<file path="src/bdw_pkg.sv">
/*
  bdw_pkg: register map, field positions and encodings shared by the dma dwell
  and array-order block.
  assumes: one clock domain, 32-bit ahb-lite register access, word aligned.
*/
`default_nettype none
package bdw_pkg;
  // ==========================================================
  // register byte offsets
  localparam logic [7:0] CTRL_OFS = 8'h00; // dma_control_reg
  localparam logic [7:0] CMD_OFS = 8'h04; // channel commands, read as zero
  localparam logic [7:0] DWELL_OFS = 8'h08; // bus_dwell_limits
  localparam logic [7:0] CHST_OFS = 8'h0c; // channel status
  localparam logic [7:0] IRQ_ST_OFS = 8'h10; // sticky events, clear on read
  localparam logic [7:0] IRQ_MSK_OFS = 8'h14; // interrupt mask
  localparam logic [7:0] ENTRY_OFS = 8'h18; // last fetched array entry address
  localparam logic [7:0] ECNT_OFS = 8'h1c; // last fetched entry count
  // ==========================================================
  // control register fields
  localparam int CTRL_BIGEND_BIT = 12; // byte order of array entries
  localparam int CTRL_BUS8_BIT = 0; // 1 = 8-bit memory bus
  localparam int CTRL_LINK_BIT = 1; // 1 = linked-array mode
  localparam logic [15:0] CTRL_IMPL = 16'h1003; // implemented bits
  localparam logic [15:0] CTRL_RST = 16'h0000;
  // command register fields (one channel, three bits)
  localparam int CMD_EN_BIT = 0; // enable channel
  localparam int CMD_DIS_BIT = 1; // disable channel
  localparam int CMD_LOAD_BIT = 2; // base registers loaded
  // dwell register fields
  localparam int DW_XFER_LSB = 8; // transfer limit, upper byte
  localparam int DW_CYC_LSB = 0; // cycle limit, lower byte
  localparam logic [15:0] DWELL_RST = 16'h0000;
  // interrupt bits
  localparam int IRQ_RELEASE_BIT = 0; // tenure ended by dwell limit
  localparam int IRQ_CHAIN_BIT = 1; // array chain terminated
  localparam int IRQ_W = 2;
  // ==========================================================
  // channel phases
  typedef enum logic [1:0] {
    BDW_DATA_PH = 2'b00,
    BDW_ARRAY_PH = 2'b01,
    BDW_LINK_PH = 2'b10
  } bdw_phase_t;
  // fetch engine states
  typedef enum logic [2:0] {
    BDW_IDLE = 3'b000,
    BDW_REQ = 3'b001,
    BDW_OWN = 3'b010,
    BDW_WAIT = 3'b011,
    BDW_DONE = 3'b100
  } bdw_state_t;
endpackage : bdw_pkg
`default_nettype wire

</file>
<file path="src/bdw_dma.sv">
/*
  bdw_dma: register file, channel status and array-entry fetch engine with
  burst dwell limits, for one dma channel of a serial controller.
  assumes: ahb-lite slave on hclk; a simple memory master port where mem_rdy
  may stretch a cycle; the arbiter answers mem_req with mem_gnt.
*/
// The register addresses and the AHB-Lite slave port are this design's own decisions.
// ==========================================================
// Overview of operation
// RL1 - control bits change only on processor writes
// RL2 - command bits act when written, read zero
// RL3 - status bits ignore processor writes
// RL4 - command/status bits writable and set by hardware
// RL5 - implemented reserved bits store, others read zero
// RL6 - software writes zeros to reserved bits
// RL7 - status shows enabled and base valid
// RL8 - status shows data or array phase
// RL9 - linked mode shows link phase; no impossible codes
// RL10 - control bit 12 selects entry byte order
// RL11 - 16-bit bus: big end high word first
// RL12 - 8-bit bus: big end msb byte first
// RL13 - dwell upper byte limits transfers per tenure
// RL14 - zero transfer limit means unlimited
// RL15 - dwell lower byte limits cycles per tenure
// RL16 - running bus cycle always completes
// RL17 - limit reached: release bus, re-request later
// RL18 - counters restart each tenure; nonzero enables cycle limit
// RL19 - entry is address then count; zero count ends
`timescale 1ns/1ps
`default_nettype none
module bdw_dma (
  input wire logic hclk,
  input wire logic hresetn,
  input wire logic hsel,
  input wire logic [31:0] haddr,
  input wire logic [1:0] htrans,
  input wire logic hwrite,
  input wire logic [2:0] hsize,
  input wire logic [31:0] hwdata,
  input wire logic hready,
  output logic [31:0] hrdata,
  output logic hreadyout,
  output logic hresp,
  output logic mem_req,
  input wire logic mem_gnt,
  output logic mem_cyc,
  output logic [31:0] mem_addr,
  input wire logic [15:0] mem_rdata,
  input wire logic mem_rdy,
  output logic irq
);
  // ==========================================================
  // register state
  logic [15:0] ctrl_r; // dma control
  logic [15:0] dwell_r; // bus dwell limits
  // width taken from the package so map and logic cannot drift
  localparam int IRQ_W_L = bdw_pkg::IRQ_W;
  logic [IRQ_W_L-1:0] irq_st_r; // sticky events
  logic [IRQ_W_L-1:0] irq_msk_r; // interrupt mask
  logic ch_en_r; // channel enabled
  logic base_ok_r; // base registers valid
  bdw_pkg::bdw_phase_t phase_r; // transfer phase
  bdw_pkg::bdw_state_t st_r; // fetch engine state
  logic [31:0] base_r; // array pointer
  logic [31:0] ent_addr_r; // assembled entry address
  logic [15:0] ent_cnt_r; // assembled entry count
  logic [2:0] pos_r; // unit index within entry
  logic [7:0] xfer_cnt_r; // transfers this tenure
  logic [7:0] cyc_cnt_r; // cycles this tenure
  // ahb address phase capture
  logic wr_pend_r;
  logic rd_pend_r;
  logic [7:0] ofs_r;
  logic ap_take;
  assign ap_take = hsel && hready && htrans[1];
  assign hreadyout = 1'b1; // zero wait states
  assign hresp = 1'b0; // always okay
  // ==========================================================
  // capture address phase
  // only word transfers are expected; hsize is not checked
  always_ff @(posedge hclk or negedge hresetn) begin
    if (!hresetn) begin
      wr_pend_r <= 1'b0;
      rd_pend_r <= 1'b0;
      ofs_r <= 8'h00;
    end else begin
      wr_pend_r <= ap_take && hwrite;
      rd_pend_r <= ap_take && !hwrite;
      if (ap_take) begin
        ofs_r <= haddr[7:0];
      end
    end
  end
  // data phase strobes; hwdata is valid one cycle after the address
  logic wr_ctrl, wr_cmd, wr_dwell, wr_msk, rd_irq;
  assign wr_ctrl = wr_pend_r && (ofs_r == bdw_pkg::CTRL_OFS);
  assign wr_cmd = wr_pend_r && (ofs_r == bdw_pkg::CMD_OFS);
  assign wr_dwell = wr_pend_r && (ofs_r == bdw_pkg::DWELL_OFS);
  assign wr_msk = wr_pend_r && (ofs_r == bdw_pkg::IRQ_MSK_OFS);
  assign rd_irq = rd_pend_r && (ofs_r == bdw_pkg::IRQ_ST_OFS);
  // ==========================================================
  // control and dwell: only software changes them
  // unimplemented control bits are masked so they read back zero
  always_ff @(posedge hclk or negedge hresetn) begin
    if (!hresetn) begin
      ctrl_r <= bdw_pkg::CTRL_RST;
      dwell_r <= bdw_pkg::DWELL_RST;
      irq_msk_r <= '0;
    end else begin
      if (wr_ctrl) begin
        ctrl_r <= hwdata[15:0] & bdw_pkg::CTRL_IMPL; // RL1 RL5
      end
      if (wr_dwell) begin
        dwell_r <= hwdata[15:0]; // RL13 RL15
      end
      if (wr_msk) begin
        irq_msk_r <= hwdata[IRQ_W_L-1:0];
      end
    end
  end
  // ==========================================================
  // fetch engine signals
  // one entry is three halfwords or six bytes
  logic ent_last; // last unit of the entry
  logic unit_done; // a memory cycle completes
  logic limit_hit; // dwell limit reached
  logic chain_end; // zero count fetched
  logic bus8;
  logic bigend;
  logic [7:0] xfer_lim;
  logic [7:0] cyc_lim;
  logic [8:0] xfer_sum; // transfers including the completing one
  logic [8:0] cyc_sum; // cycles including the current one
  logic [31:0] addr_next; // entry address after this unit
  logic [15:0] ent_cnt_next; // entry count after this unit
  assign bus8 = ctrl_r[bdw_pkg::CTRL_BUS8_BIT];
  assign bigend = ctrl_r[bdw_pkg::CTRL_BIGEND_BIT]; // RL10
  assign xfer_lim = dwell_r[bdw_pkg::DW_XFER_LSB +: 8];
  assign cyc_lim = dwell_r[bdw_pkg::DW_CYC_LSB +: 8];
  assign unit_done = (st_r == bdw_pkg::BDW_WAIT) && mem_rdy;
  assign ent_last = bus8 ? (pos_r == 3'd5) : (pos_r == 3'd2); // RL19
  // limit counted after the completing transfer; nine bits so a
  // saturated cycle count cannot wrap below the limit
  assign xfer_sum = {1'b0, xfer_cnt_r} + 9'd1;
  assign cyc_sum = {1'b0, cyc_cnt_r} + 9'd1;
  assign limit_hit = ((xfer_lim != 8'h00) && (xfer_sum >= {1'b0, xfer_lim})) // RL14
    || ((cyc_lim != 8'h00) && (cyc_sum >= {1'b0, cyc_lim})); // RL18
  assign chain_end = unit_done && ent_last && (ent_cnt_next == 16'h0000);
  // ==========================================================
  // byte/word placement of the fetched unit; only latched on ready,
  // so the value between cycles does not matter
  always_comb begin
    addr_next = ent_addr_r;
    ent_cnt_next = ent_cnt_r;
    if (bus8) begin
      // RL12 big end: msb byte at lowest address
      case (pos_r)
        3'd0: if (bigend) addr_next[31:24] = mem_rdata[7:0];
          else addr_next[7:0] = mem_rdata[7:0];
        3'd1: if (bigend) addr_next[23:16] = mem_rdata[7:0];
          else addr_next[15:8] = mem_rdata[7:0];
        3'd2: if (bigend) addr_next[15:8] = mem_rdata[7:0];
          else addr_next[23:16] = mem_rdata[7:0];
        3'd3: if (bigend) addr_next[7:0] = mem_rdata[7:0];
          else addr_next[31:24] = mem_rdata[7:0];
        // RL10 the count follows the same byte order as the address
        3'd4: if (bigend) ent_cnt_next[15:8] = mem_rdata[7:0];
          else ent_cnt_next[7:0] = mem_rdata[7:0];
        default: if (bigend) ent_cnt_next[7:0] = mem_rdata[7:0];
          else ent_cnt_next[15:8] = mem_rdata[7:0];
      endcase
    end else begin
      // RL11 big end: bits 31..16 at word n
      case (pos_r)
        3'd0: if (bigend) addr_next[31:16] = mem_rdata;
          else addr_next[15:0] = mem_rdata;
        3'd1: if (bigend) addr_next[15:0] = mem_rdata;
          else addr_next[31:16] = mem_rdata;
        default: ent_cnt_next = mem_rdata;
      endcase
    end
  end
  // ==========================================================
  // bus tenure state machine
  always_ff @(posedge hclk or negedge hresetn) begin
    if (!hresetn) begin
      st_r <= bdw_pkg::BDW_IDLE;
      pos_r <= 3'd0;
      base_r <= 32'h0000_0000;
      ent_addr_r <= 32'h0000_0000;
      ent_cnt_r <= 16'h0000;
      xfer_cnt_r <= 8'h00;
      cyc_cnt_r <= 8'h00;
    end else begin
      case (st_r)
        bdw_pkg::BDW_IDLE: begin
          if (ch_en_r && base_ok_r && (phase_r != bdw_pkg::BDW_DATA_PH)) begin
            st_r <= bdw_pkg::BDW_REQ;
          end
        end
        bdw_pkg::BDW_REQ: begin
          xfer_cnt_r <= 8'h00; // RL18
          cyc_cnt_r <= 8'h00; // RL18
          if (!ch_en_r) begin
            st_r <= bdw_pkg::BDW_IDLE;
          end else if (mem_gnt) begin
            st_r <= bdw_pkg::BDW_WAIT;
          end
        end
        bdw_pkg::BDW_OWN: begin
          // saturate: a long stretched cycle must not wrap the count
          if (cyc_cnt_r != 8'hff) begin
            cyc_cnt_r <= cyc_cnt_r + 8'd1;
          end
          st_r <= bdw_pkg::BDW_WAIT;
        end
        bdw_pkg::BDW_WAIT: begin
          if (cyc_cnt_r != 8'hff) begin
            cyc_cnt_r <= cyc_cnt_r + 8'd1; // RL15
          end
          // cycle stays open until ready, even past the limit
          if (mem_rdy) begin // RL16
            xfer_cnt_r <= xfer_cnt_r + 8'd1;
            ent_addr_r <= addr_next;
            ent_cnt_r <= ent_cnt_next;
            base_r <= base_r + (bus8 ? 32'd1 : 32'd2);
            if (ent_last) begin
              pos_r <= 3'd0;
            end else begin
              pos_r <= pos_r + 3'd1;
            end
            if (chain_end) begin
              st_r <= bdw_pkg::BDW_DONE;
            end else if (ent_last || !ch_en_r) begin
              st_r <= bdw_pkg::BDW_IDLE;
            end else if (limit_hit) begin
              // drop the request for a cycle so the arbiter sees a real
              // release; idle re-requests while base and phase allow it
              st_r <= bdw_pkg::BDW_IDLE; // RL17
            end else begin
              st_r <= bdw_pkg::BDW_OWN;
            end
          end
        end
        default: begin
          st_r <= bdw_pkg::BDW_IDLE;
        end
      endcase
    end
  end
  // mem_req high while asking, released at tenure end; the idle
  // cycle between tenures is what lets another master in
  assign mem_req = (st_r == bdw_pkg::BDW_REQ) || (st_r == bdw_pkg::BDW_OWN)
    || (st_r == bdw_pkg::BDW_WAIT); // RL17
  assign mem_cyc = (st_r == bdw_pkg::BDW_WAIT);
  assign mem_addr = base_r;
  // ==========================================================
  // channel status: enable, base valid, phase
  always_ff @(posedge hclk or negedge hresetn) begin
    if (!hresetn) begin
      ch_en_r <= 1'b0;
      base_ok_r <= 1'b0;
      phase_r <= bdw_pkg::BDW_DATA_PH;
    end else begin
      if (wr_cmd && hwdata[bdw_pkg::CMD_EN_BIT]) begin
        ch_en_r <= 1'b1; // RL2 RL7
        phase_r <= ctrl_r[bdw_pkg::CTRL_LINK_BIT] ? bdw_pkg::BDW_LINK_PH
          : bdw_pkg::BDW_ARRAY_PH; // RL9
      end else if (wr_cmd && hwdata[bdw_pkg::CMD_DIS_BIT]) begin
        ch_en_r <= 1'b0; // RL2
      end
      // array done: channel enters data phase, base consumed; this
      // beats a load in the same cycle, software must reload after
      if (st_r == bdw_pkg::BDW_DONE) begin
        phase_r <= bdw_pkg::BDW_DATA_PH; // RL8
        base_ok_r <= 1'b0; // RL4
      end else if (wr_cmd && hwdata[bdw_pkg::CMD_LOAD_BIT]) begin
        base_ok_r <= 1'b1; // RL4
      end
    end
  end
  // ==========================================================
  // sticky interrupt status; set beats read-clear
  logic [IRQ_W_L-1:0] irq_set;
  // clear only what the read returned: an event landing on the address
  // phase edge is missed by hrdata and must survive the clear
  logic [IRQ_W_L-1:0] irq_clr;
  assign irq_clr = rd_irq ? hrdata[IRQ_W_L-1:0] : '0;
  assign irq_set[bdw_pkg::IRQ_RELEASE_BIT] = unit_done && limit_hit && !ent_last;
  assign irq_set[bdw_pkg::IRQ_CHAIN_BIT] = chain_end;
  always_ff @(posedge hclk or negedge hresetn) begin
    if (!hresetn) begin
      irq_st_r <= '0;
    end else begin
      irq_st_r <= (irq_st_r & ~irq_clr) | irq_set; // RL3
    end
  end
  assign irq = |(irq_st_r & irq_msk_r);
  // ==========================================================
  // read mux; commands and unused bits read zero
  // limitation: sampled at the address phase, so a read right behind
  // a write to the same register returns the old value
  always_ff @(posedge hclk or negedge hresetn) begin
    if (!hresetn) begin
      hrdata <= 32'h0000_0000;
    end else if (ap_take && !hwrite) begin
      if (haddr[7:0] == bdw_pkg::CTRL_OFS) begin
        hrdata <= {16'h0000, ctrl_r}; // RL1
      end else if (haddr[7:0] == bdw_pkg::DWELL_OFS) begin
        hrdata <= {16'h0000, dwell_r};
      end else if (haddr[7:0] == bdw_pkg::CHST_OFS) begin
        hrdata <= {28'h0, phase_r, base_ok_r, ch_en_r}; // RL7 RL8
      end else if (haddr[7:0] == bdw_pkg::IRQ_ST_OFS) begin
        hrdata <= {30'h0, irq_st_r};
      end else if (haddr[7:0] == bdw_pkg::IRQ_MSK_OFS) begin
        hrdata <= {30'h0, irq_msk_r};
      end else if (haddr[7:0] == bdw_pkg::ENTRY_OFS) begin
        hrdata <= ent_addr_r;
      end else if (haddr[7:0] == bdw_pkg::ECNT_OFS) begin
        hrdata <= {16'h0000, ent_cnt_r};
      end else begin
        hrdata <= 32'h0000_0000; // command and unmapped read zero
      end
    end
  end
  // ==========================================================
  // checks
  chst_legal_a: assert property (@(posedge hclk) disable iff (!hresetn) // RL9
    phase_r != 2'b11) else $error("illegal phase code");
  ctrl_hold_a: assert property (@(posedge hclk) disable iff (!hresetn) // RL1
    !wr_ctrl |=> $stable(ctrl_r)) else $error("control changed alone");
  cyc_complete_a: assert property (@(posedge hclk) disable iff (!hresetn) // RL16
    mem_cyc && !mem_rdy |=> mem_cyc) else $error("cycle cut short");
  // a release must be visible as a dropped request
  limit_release_a: assert property (@(posedge hclk) disable iff (!hresetn) // RL17
    unit_done && limit_hit && !ent_last && !chain_end && ch_en_r
    |=> st_r == bdw_pkg::BDW_IDLE && !mem_req) else $error("no release on limit");
  tenure_reset_a: assert property (@(posedge hclk) disable iff (!hresetn) // RL18
    st_r == bdw_pkg::BDW_REQ |=> cyc_cnt_r == 8'h00) else $error("count kept");
  nolimit_a: assert property (@(posedge hclk) disable iff (!hresetn) // RL14
    dwell_r == 16'h0000 |-> !limit_hit) else $error("limit while zero");
  chain_stop_a: assert property (@(posedge hclk) disable iff (!hresetn) // RL19
    chain_end |=> ##1 phase_r == bdw_pkg::BDW_DATA_PH) else $error("chain not ended");
  ctrl_impl_a: assert property (@(posedge hclk) disable iff (!hresetn) // RL5
    (ctrl_r & ~bdw_pkg::CTRL_IMPL) == 16'h0000) else $error("absent bit set");
  // command positions hold no storage, so their data phase shows zero
  cmd_read_zero_a: assert property (@(posedge hclk) disable iff (!hresetn) // RL2
    rd_pend_r && (ofs_r == bdw_pkg::CMD_OFS) |-> hrdata == 32'h0000_0000)
    else $error("command read nonzero");
  // status has no write path; only events and the read clear move it
  irq_hold_a: assert property (@(posedge hclk) disable iff (!hresetn) // RL3
    !rd_irq && (irq_set == '0) |=> $stable(irq_st_r)) else $error("status written");
  // an event stays latched until software reads it
  irq_sticky_a: assert property (@(posedge hclk) disable iff (!hresetn) // RL4
    irq_st_r[bdw_pkg::IRQ_CHAIN_BIT] && !rd_irq |=> irq_st_r[bdw_pkg::IRQ_CHAIN_BIT])
    else $error("event lost");
  // array end clears the valid flag; software must load it again
  base_used_a: assert property (@(posedge hclk) disable iff (!hresetn) // RL4
    st_r == bdw_pkg::BDW_DONE |=> !base_ok_r) else $error("base still valid");
  // no fetch starts without valid base registers
  base_gate_a: assert property (@(posedge hclk) disable iff (!hresetn) // RL7
    st_r == bdw_pkg::BDW_IDLE && !base_ok_r |=> st_r == bdw_pkg::BDW_IDLE)
    else $error("fetch without base");
  // a cycle left open past its limit still releases at its end
  cyc_limit_a: assert property (@(posedge hclk) disable iff (!hresetn) // RL15
    unit_done && (cyc_lim != 8'h00) && (cyc_cnt_r >= cyc_lim) && !ent_last && ch_en_r
    |=> !mem_req) else $error("cycle limit ignored");
  // within a tenure the transfer count never passes a nonzero limit
  xfer_cap_a: assert property (@(posedge hclk) disable iff (!hresetn) // RL13
    mem_cyc && (xfer_lim != 8'h00) |-> xfer_cnt_r < xfer_lim)
    else $error("too many transfers");
  // units of one entry are taken strictly in memory order
  unit_order_a: assert property (@(posedge hclk) disable iff (!hresetn) // RL19
    unit_done && !ent_last |=> pos_r == $past(pos_r) + 3'd1) else $error("unit skipped");
endmodule // bdw_dma
`default_nettype wire

</file>
<file path="config.mk">
export PLATFORM = sky130hd
export DESIGN_NAME = bdw_dma
export DESIGN_NICKNAME = d
export VERILOG_FILES = /design/src/bdw_pkg.sv /design/src/bdw_dma.sv
export SDC_FILE = /design/constraint.sdc
export NUM_CORES = 1
export LEC_CHECK = 0
export ABC_AREA = 1
export BUFFER_PORTS_ARGS = -buffer_cell sky130_fd_sc_hd__buf_2
export CAP_MARGIN = 20
export CORE_MARGIN = 8
export CORE_UTILIZATION = 57
export DETAILED_ROUTE_END_ITERATION = 12
export PLACE_DENSITY = 0.81
export SLEW_MARGIN = 40
export SYNTH_ARGS = -nofsm -noshare
export SYNTH_HDL_FRONTEND = slang
export SYNTH_SLANG_ARGS = --single-unit
</file>
<file path="constraint.sdc">
create_clock -name hclk -period 2.9 [get_ports hclk]
set_clock_uncertainty 0.15 [all_clocks]
set_input_delay 0.58 -clock hclk [delete_from_list [all_inputs] [get_ports hclk]]
set_output_delay 0.58 -clock hclk [all_outputs]
set_load 0.01 [all_outputs]
</file>
== Yosys cells after proc, flatten, opt, wreduce, memory -nomap -nowiden ==
Cells that the tools add are included.

* Register bits after elaboration: 171
* Output and inout port bits: 69
* Logic and storage cells: 171
* Input port bits: 92

* Reduce and logical (&&, ||, !) cells: 54
* $add $sub $neg: 6
* Mux-type cells: 46
* Eq/ne operators: 38
* Bitwise gates (word level): 4
* $lt $le $gt $ge: 2

{| class="wikitable"
|+ Operators by type and width
! cell !! number
|-
| 2-to-1 mux 32 bit || 7
|-
| 2-to-1 mux 16 bit || 5
|-
| 2-to-1 mux 8 bit || 8
|-
| case mux 16 bit (2 select lines) || 2
|-
| case mux 32 bit (2 select lines) || 1
|-
| case mux 8 bit (2 select lines) || 4
|-
| equality test 8 x 5 -> 1 bit (second input constant) || 6
|-
| != test 3 bit (second input constant) || 11
|-
| adder 32 x 2 -> 32 bit || 1
|-
| equality test 8 x 4 -> 1 bit (second input constant) || 3
|-
| logical AND 1 bit || 21
|-
| adder 8 x 1 -> 9 bit (second input constant) || 2
|-
| greater-or-equal comparator 9 x 8 -> 1 bit || 2
|-
| 2-to-1 mux 3 bit || 6
|-
| adder 8 x 1 -> 8 bit (second input constant) || 2
|-
| logical NOT 16 bit || 1
|-
| logical NOT 8 bit || 2
|-
| AND reduction 8 bit || 2
|-
| nonzero test 8 bit || 2
|-
| 2-to-1 mux 2 bit || 7
|-
| AND reduction 7 bit || 2
|-
| equality test 3 x 2 -> 1 bit (second input constant) || 4
|-
| case mux 3 bit (4 select lines) || 1
|-
| nonzero test 2 bit || 6
|-
| other kinds (20) || 42
|}

== Depth between registers and ports, before layout ==
Gate-level depths: netlist of run 1.

* Depth after elaboration: 9
* Mapped depth: 16

== Worst setup path before layout of run 1 ==
Ideal clock, no wire load.

* Kind: register to register
* From: register ctrl_r[0]
* To: register base_r[30], in the netlist mem_addr[30]
* Path slack: 0.335 ns
* Stages on the path, launching flop included: 14
* Clock period less this slack: 2.565 ns
* Data arrival time: 2.298 ns
* Path buffers: 2
* Path through: dfrtp_1 > inv_1 > clkbuf_1 > buf_1 > fa_1 > nand3_1 > nor2_4 > nand2_2 > nor3_4 > nand3b_2 > nor3_4 > nand2_1 > nand2_1 > nand2_1

* Longest elaborated chain between the ends: 2

{| class="wikitable"
|+ RTL lines
! element !! RTL line !! text
|-
| from (decl) || bdw_dma.sv:54 || <nowiki>logic [15:0] ctrl_r;</nowiki>
|-
| from (signal assigned) || bdw_dma.sv:106 || <nowiki>ctrl_r <= bdw_pkg::CTRL_RST;</nowiki>
|-
| from (signal assigned) || bdw_dma.sv:111 || <nowiki>ctrl_r <= hwdata[15:0] & bdw_pkg::CTRL_IMPL;</nowiki>
|-
| 2-to-1 mux 2 bit || bdw_dma.sv:226 || <nowiki>base_r <= base_r + (bus8 ? 32'd1 : 32'd2);</nowiki>
|-
| adder 32 x 2 -> 32 bit || bdw_dma.sv:226 ||
|-
| to (signal assigned) || bdw_dma.sv:226 ||
|-
| to (decl) || bdw_dma.sv:64 || <nowiki>logic [31:0] base_r;</nowiki>
|}

No other way between the ends.
A chain may end at the register's enable or synchronous reset.

== Worst setup path after layout of run 1 ==
* From: register cyc_cnt_r[0]
* To: register irq_st_r[0]

* Longest elaborated chain between the ends: 7

{| class="wikitable"
|+ RTL lines
! element !! RTL line !! text
|-
| from (decl) || bdw_dma.sv:69 || <nowiki>logic [7:0] cyc_cnt_r;</nowiki>
|-
| from (signal assigned) || bdw_dma.sv:213 || <nowiki>cyc_cnt_r <= cyc_cnt_r + 8'd1;</nowiki>
|-
| from (signal assigned) || bdw_dma.sv:219 || <nowiki>cyc_cnt_r <= cyc_cnt_r + 8'd1;</nowiki>
|-
| adder 8 x 1 -> 9 bit || bdw_dma.sv:145 || <nowiki>assign cyc_sum = {1'b0, cyc_cnt_r} + 9'd1;</nowiki>
|-
| greater-or-equal comparator 9 x 8 -> 1 bit || bdw_dma.sv:147 || <nowiki>|| ((cyc_lim != 8'h00) && (cyc_sum >= {1'b0, cyc_lim}));</nowiki>
|-
| logical AND 1 bit || bdw_dma.sv:147 ||
|-
| logical OR 1 bit || bdw_dma.sv:147 ||
|-
| logical AND 1 bit (2 in series) || bdw_dma.sv:289 || <nowiki>assign irq_set[bdw_pkg::IRQ_RELEASE_BIT] = unit_done && limit_hit && !ent_last;</nowiki>
|-
| bitwise OR 2 bit || bdw_dma.sv:295 || <nowiki>irq_st_r <= (irq_st_r & ~irq_clr) | irq_set;</nowiki>
|-
| to (signal assigned) || bdw_dma.sv:295 ||
|-
| to (decl) || bdw_dma.sv:58 || <nowiki>logic [IRQ_W_L-1:0] irq_st_r;</nowiki>
|}

No other way between the ends.

==> results of run 1 <==
sequential cells by signal, summed over array words and instances, names as in the netlist:
name	cells
ent_addr_r	32
hrdata	32
mem_addr	32
dwell_r	16
ent_cnt_r	16
cyc_cnt_r	8
ofs_r	8
xfer_cnt_r	8
ctrl_r	3
pos_r	3
st_r	3
irq_msk_r	2
irq_st_r	2
phase_r	2
base_ok_r	1
ch_en_r	1
rd_pend_r	1
wr_pend_r	1
report_power, final:
part / switching, mW / leakage (nW) / total, mW / internal (mW)
Combinational: 1.61 / 3.28 / 2.45 / 0.840
Sequential: 0.334 / 2.17 / 3.08 / 2.75
Clock: 0.976 / 0.300 / 2.45 / 1.47
Total: 2.92 / 5.75 / 7.98 / 5.06
per-stage QoR:
stage / worst slack, ns / util / cell area [um2]
3_5_place_dp: 0.373 / 0.633 / 10400
3_3_place_gp: 0.430 / 0.633 / 10400
5_1_grt: 0.0372 / 0.672 / 11000
4_1_cts: 0.261 / 0.672 / 11000
6_report: 0.224 / 0.672 / 11000
2_1_floorplan: 0.335 / - / 9500
cell families after synthesis:
logic type	Yosys count
other	2
multiplexers	10
flip-flops	171
XOR/XNOR	37
AO/OA/AOI/OAI	231
adder cells (fa/ha/maj)	26
buffers and inverters	183
AND/OR/NAND/NOR	545
cell usage after synthesis, types with 23 or more instances:
cell / number
nand2_1: 304
nor3_1: 28
a21oi_1: 43
clkbuf_1: 26
xor2_1: 23
inv_1: 129
o21ai_1: 26
nor2_1: 96
dfrtp_1: 171
ha_1: 25
nand4_1: 27
o21ai_0: 110
nand3_1: 59
how the worst max path moves through the flow:
stage | start | to | slack (ns) | depth (start not counted)
after floorplan | ctrl_r[0] | mem_addr[30] | 0.34 | 13
after global placement | cyc_cnt_r[0] | irq_st_r[0] | 0.43 | 16
after detailed placement | cyc_cnt_r[0] | irq_st_r[0] | 0.37 | 16
after CTS | cyc_cnt_r[0] | irq_st_r[0] | 0.26 | 16
after global routing | cyc_cnt_r[0] | irq_st_r[0] | 0.04 | 16
final | cyc_cnt_r[0] | irq_st_r[0] | 0.22 | 16
area by class of cell:
class | instances | area (um2) | area share
inverters | 138 | 520 | 0.0472
multi-input cells | 851 | 4500 | 0.408
well taps | 220 | 275 | 0.0250
clock buffers | 19 | 443 | 0.0402
clock inverters | 13 | 191 | 0.0174
flip-flops and latches | 171 | 4280 | 0.388
repair buffers | 143 | 822 | 0.0745
timing repair:
action | CTS | global route
hold endpoints to repair | 3 | 0
resized for setup | 0 | 0
hold buffers | 1 | 0
layer usage:
layer,vias to the layer above,wire length (um)
met1,4170,10800
met4,0,758
met5,-,0
met3,70,2240
li1,4214,-
met2,438,12300
critical path, stage by stage, from the launching register on:
cell,delay [ns]
dfrtp_1,0.42
ha_1,0.22
nand2_1,0.06
nor2_1,0.22
xor2_1,0.23
inv_1,0.07
ha_1,0.32
nand2_1,0.09
nor2_1,0.06
a211oi_1,0.23
nor2_1,0.08
nor2_1,0.09
nand3_1,0.07
nand2_1,0.10
nand2_1,0.08
nand2_1,0.06
nand2_1,0.04
==> impl_metrics.env, run 1 <==
export IMPL_max_slew_margin_rel=0.469
export IMPL_grt_usage=0.248
export IMPL_first_iter_violations=979
export IMPL_postCtsSetupRepairBufs=0
export IMPL_place_congestion=0.933
export IMPL_cts_tree="done"
export IMPL_antenna_found_initial=0
export IMPL_vdd_drop_max_mv=0.489
export IMPL_yosysWarnings=0
export IMPL_finalSetupTns_ns=0
export IMPL_ys_types=48
export IMPL_synth_xor_area_frac=0.0341
export IMPL_grt_use_met1=0.315
export IMPL_hold_viol_final=0
export IMPL_setup_viol=0
export IMPL_cts_sink_count=171
export IMPL_timing_fmax_ghz=0.374
export IMPL_synth_area_leaders="dfrtp_1 45%, nand2_1 12%, o21ai_0 5.8%"
export IMPL_worst_slew_pin_slew_ns=0.791
export IMPL_final_cells=1555
export IMPL_synthArstFlopShare=1.00
export IMPL_first_global_vias=8781
export IMPL_dieArea_um2=21000
export IMPL_finalCritPeriodShare=0.923
export IMPL_layout_drive_gt1_share=0.160
export IMPL_coreArea_um2=16400
export IMPL_drt_drc_violations_left=0
export IMPL_grt_pass1_wl_um=43000
export IMPL_status="finished, final reports clean"
export IMPL_synth_fa_ha_area_frac=0.0351
export IMPL_hpwlAfterDp_um=19100
export IMPL_rr_startpoint="cyc_cnt_r[0]"
export IMPL_leakage_nw=5.75
export IMPL_yosysSeqAreaShare=0.451
export IMPL_required_ns=3.07
export IMPL_crit_path_end_kind="flip-flop"
export IMPL_num_fill_cells=1333
export IMPL_syn_avg_cell_area_um2=7.88
export IMPL_num_nets_final=1440
export IMPL_grt_max_degree=61
export IMPL_clk_path_buf_depth=2
export IMPL_slew_violations=0
export IMPL_r2r_end="irq_st_r[0]"
export IMPL_synth_seq_cells=171
export IMPL_drv_cap=0
export IMPL_cts_root_buffer="clkbuf_16"
export IMPL_busiest_layer="met2"
export IMPL_clk_pin_slew_ns=0.07
export IMPL_synth_main_ff_cell="dfrtp_1"
export IMPL_worstHoldStart="hwrite"
export IMPL_worstSkewPairLatency_ns=0.43
export IMPL_hold_path_class="input port to flip-flop"
export IMPL_area_growth_pct=16.1
export IMPL_p_total_mw=7.98
export IMPL_whs_ns=0.227
export IMPL_worstSetupStartpointType="flip-flop"
export IMPL_reg2reg_depth=16
export IMPL_synth_nets=1323
export IMPL_drtPass1Iterations=6
export IMPL_ff2ff_setup_slack_ns=0.22
export IMPL_hold_depth=3
export IMPL_use_met2=0.403
export IMPL_power_density_nw_per_um2=723
export IMPL_synth_top_family_by_area="simple AND/OR/NAND/NOR gates"
export IMPL_rsz0062_at_grt="false"
export IMPL_synth_edf_count=0
export IMPL_synth_simple_area_share=0.256
export IMPL_final_cell_mix="304 x nand2_1, 171 x dfrtp_1, 129 x inv_1"
export IMPL_cp_arrival_ns=2.85
export IMPL_io_buffers=114
export IMPL_initial_core_util=0.579
export IMPL_grt_overflow_total=0
export IMPL_synth_compound_area_share=0.136
export IMPL_die_w_um=145
export IMPL_critical_path_class="flip-flop to flip-flop"
export IMPL_path_max_fanout=5
export IMPL_boundaryPins=161
export IMPL_numCtsBuffers=17
export IMPL_min_to="wr_pend_r"
export IMPL_dp_cells=1522
export IMPL_synth_cells=1205
export IMPL_htreeDepth=4
export IMPL_vias=8892
export IMPL_die_y_um=145
export IMPL_synth_top_area_share=0.451
export IMPL_routed_wl_um=26200
export IMPL_final_common_cell="nand2_1"
export IMPL_fin_crit_ns=2.68
export IMPL_ant_nets=0
export IMPL_core_rowCount=47
export IMPL_avgViaCountPerCell=5.72
export IMPL_yosysTopAreaCell="dfrtp_1"
export IMPL_use_met3=0.0544
export IMPL_wl_per_cell_um=16.8
export IMPL_muxShareOfSynthArea=0.0119
export IMPL_antennaDiodeCount=0
export IMPL_synth_area_um2=9500
(Power assumes the default switching activity.)
==> inputs of run 2 (changes only) <==
--- a/config.mk
+++ b/config.mk
@@ -9,8 +9,10 @@
 export BUFFER_PORTS_ARGS = -buffer_cell sky130_fd_sc_hd__buf_2
 export CAP_MARGIN = 20
+export CORE_ASPECT_RATIO = 1.1
 export CORE_MARGIN = 8
 export CORE_UTILIZATION = 57
 export DETAILED_ROUTE_END_ITERATION = 12
 export PLACE_DENSITY = 0.81
+export RECOVER_POWER = 25
 export SLEW_MARGIN = 40
 export SYNTH_ARGS = -nofsm -noshare
--- a/constraint.sdc
+++ b/constraint.sdc
@@ -3,3 +3,3 @@
 set_input_delay 0.58 -clock hclk [delete_from_list [all_inputs] [get_ports hclk]]
 set_output_delay 0.58 -clock hclk [all_outputs]
-set_load 0.01 [all_outputs]
+set_load 0.05 [all_outputs]
==> run 2 against run 1 <==
Clock power is 11% lower. Sequential power about the same. Via count decreased by 0.70%. Worst setup slack improved by 0.037 ns. Combinational power increased by 5%. Cell count fell by 0.96%. Clock-buffer cell count rose by 3. Fmax rose by 1.4%. First-iteration DRC count shrank 5.6%. Largest power group unchanged.
==> impl_metrics.env, run 2 (synthesis gave the netlist of run 1 again) <==
export IMPL_drv_cap=0
export IMPL_antennaDiodeCount=0
export IMPL_layout_drive_gt1_share=0.158
export IMPL_finalCritPeriodShare=0.910
export IMPL_io_buffers=114
export IMPL_seqPwrFrac=0.392
export IMPL_dieArea_um2=21000
export IMPL_r2r_end="irq_st_r[0]"
export IMPL_reg2reg_depth=13
export IMPL_worstSkewPairLatency_ns=0.43
export IMPL_p_sw_frac=0.381
export IMPL_first_global_vias=8486
export IMPL_antenna_found_initial=0
export IMPL_timing_fmax_ghz=0.379
export IMPL_hpwlAfterDp_um=19000
export IMPL_clkPwrFrac=0.279
export IMPL_vdd_drop_max_mv=0.477
export IMPL_cts_sink_count=171
export IMPL_avgViaCountPerCell=5.73
export IMPL_required_ns=3.07
export IMPL_whs_ns=0.222
export IMPL_setup_viol=0
export IMPL_num_fill_cells=1360
export IMPL_min_to="wr_pend_r"
export IMPL_grt_pass1_wl_um=41600
export IMPL_clk_path_buf_depth=2
export IMPL_routed_wl_um=25800
export IMPL_drt_drc_violations_left=0
export IMPL_max_slew_margin_rel=0.0531
export IMPL_die_w_um=139
export IMPL_area_growth_pct=15.0
export IMPL_clk_pin_slew_ns=0.06
export IMPL_postCtsSetupRepairBufs=0
export IMPL_path_max_fanout=5
export IMPL_crit_path_end_kind="flip-flop"
export IMPL_num_nets_final=1442
export IMPL_finalSetupTns_ns=0
export IMPL_cts_root_buffer="clkbuf_16"
export IMPL_final_common_cell="nand2_1"
export IMPL_comb_power_share=0.330
export IMPL_coreArea_um2=16300
export IMPL_fin_crit_ns=2.64
export IMPL_worstSetupStartpointType="flip-flop"
export IMPL_wl_per_cell_um=16.8
export IMPL_initial_core_util=0.582
export IMPL_intPower_mw=4.86
export IMPL_boundaryPins=161
export IMPL_ff2ff_setup_slack_ns=0.26
export IMPL_die_y_um=151
export IMPL_worst_slew_pin_slew_ns=1.42
export IMPL_core_rowCount=49
export IMPL_dp_slack_ns=0.332
export IMPL_p_sw_mw=2.99
export IMPL_critical_path_class="flip-flop to flip-flop"
export IMPL_slew_violations=0
export IMPL_final_cell_mix="304 x nand2_1, 171 x dfrtp_1, 130 x inv_1"
export IMPL_grt_usage=0.248
export IMPL_rr_startpoint="xfer_cnt_r[0]"
export IMPL_place_congestion=0.893
export IMPL_hold_depth=3
export IMPL_cp_arrival_ns=2.80
export IMPL_status="finished, final reports clean"
export IMPL_multi_input_area_um2=4500
export IMPL_power_density_nw_per_um2=718
export IMPL_hold_viol_final=0
export IMPL_vias=8830
export IMPL_finalWorstSetupSlack_ns=0.261
export IMPL_cts_tree="done"
export IMPL_leakage_nw=5.71
export IMPL_drtPass1Iterations=5
export IMPL_first_iter_violations=924
export IMPL_grt_max_degree=60
export IMPL_regArea_um2=4280
export IMPL_worstHoldStart="hwrite"
export IMPL_hold_path_class="input port to flip-flop"
export IMPL_ant_nets=0
export IMPL_numCtsBuffers=17
export IMPL_grt_overflow_total=0
export IMPL_htreeDepth=4
export IMPL_rsz0062_at_grt="false"
[run 2: cell count changes in the layout (fill, tap and decap cells not counted), moves of 2 or more]
cell / change
clkinv_2: +2
clkbuf_1: +3
clkinv_4: -4
bufinv_16: -3
inv_6: +2
buf_12: -2
clkbuf_8: +2
[run 2: power groups by stage]
| stage | registers [mW] | clock network, mW | logic (mW) |
|---|---|---|---|
| global route | 3.11 | 2.30 | 2.87 |
| CTS | 3.05 | 2.21 | 2.55 |
| floorplan | 3.07 | 0 | 1.74 |
| detailed placement | 3.10 | 0 | 2.53 |
| finish | 3.07 | 2.19 | 2.58 |
| global placement | 3.08 | 0 | 2.47 |
[run 2: per-stage QoR]
| step | instances | utilization | total power [mW] | cell area [um2] |
|---|---|---|---|---|
| 2_1_floorplan | 1205 | - | 4.81 | 9500 |
| 3_3_place_gp | 1508 | 0.636 | 5.55 | 10400 |
| 3_5_place_dp | 1508 | 0.636 | 5.62 | 10400 |
| 4_1_cts | 1540 | 0.671 | 7.81 | 10900 |
| 5_1_grt | 1540 | 0.669 | 8.28 | 10900 |
| 6_report | 1540 | 0.669 | 7.84 | 10900 |
[run 2: how the worst max path moves through the flow]
stage / from / to / cells after the start
floorplan: ctrl_r[0] / mem_addr[30] / 13
global placement: xfer_cnt_r[0] / irq_st_r[0] / 13
detailed placement: xfer_cnt_r[0] / irq_st_r[0] / 13
CTS: xfer_cnt_r[0] / irq_st_r[0] / 13
global route: cyc_cnt_r[0] / irq_st_r[0] / 16
finish: xfer_cnt_r[0] / irq_st_r[0] / 13
[run 2: area by class of cell]
class / instances / share of cell area
Clock buffer: 22 / 0.0434
Timing Repair Buffer: 145 / 0.0738
Sequential cell: 171 / 0.392
Tap cell: 204 / 0.0234
Clock inverter: 9 / 0.00791
Multi-Input combinational cell: 851 / 0.412
Inverter: 138 / 0.0477
[run 2: repair_timing]
action / CTS / global route
hold endpoints to repair: 55 / 0
gates resized for setup: 0 / 0
hold buffers: 1 / 0
[run 2: layer usage]
| metal | global-route usage | up-vias | share of wire |
|---|---|---|---|
| met5 | 0 | - | 0 |
| met2 | 0.402 | 373 | 0.47 |
| met3 | 0.0646 | 74 | 0.082 |
| li1 | - | 4210 | - |
| met4 | 0.119 | 0 | 0.032 |
| met1 | 0.305 | 4173 | 0.42 |
[run 2: critical path, cell delays in order, from the launching register on]
cell and delay [ns]:
dfrtp_1 0.43, ha_1 0.22, nand3_1 0.15, nor3_1 0.34, nor2_1 0.13, ha_1 0.33, a21oi_1 0.20, o21ai_1 0.09
nor2_1 0.10, nand3_1 0.07, nand2_1 0.11, nand2_1 0.09, nand2_1 0.06, nand2_1 0.04
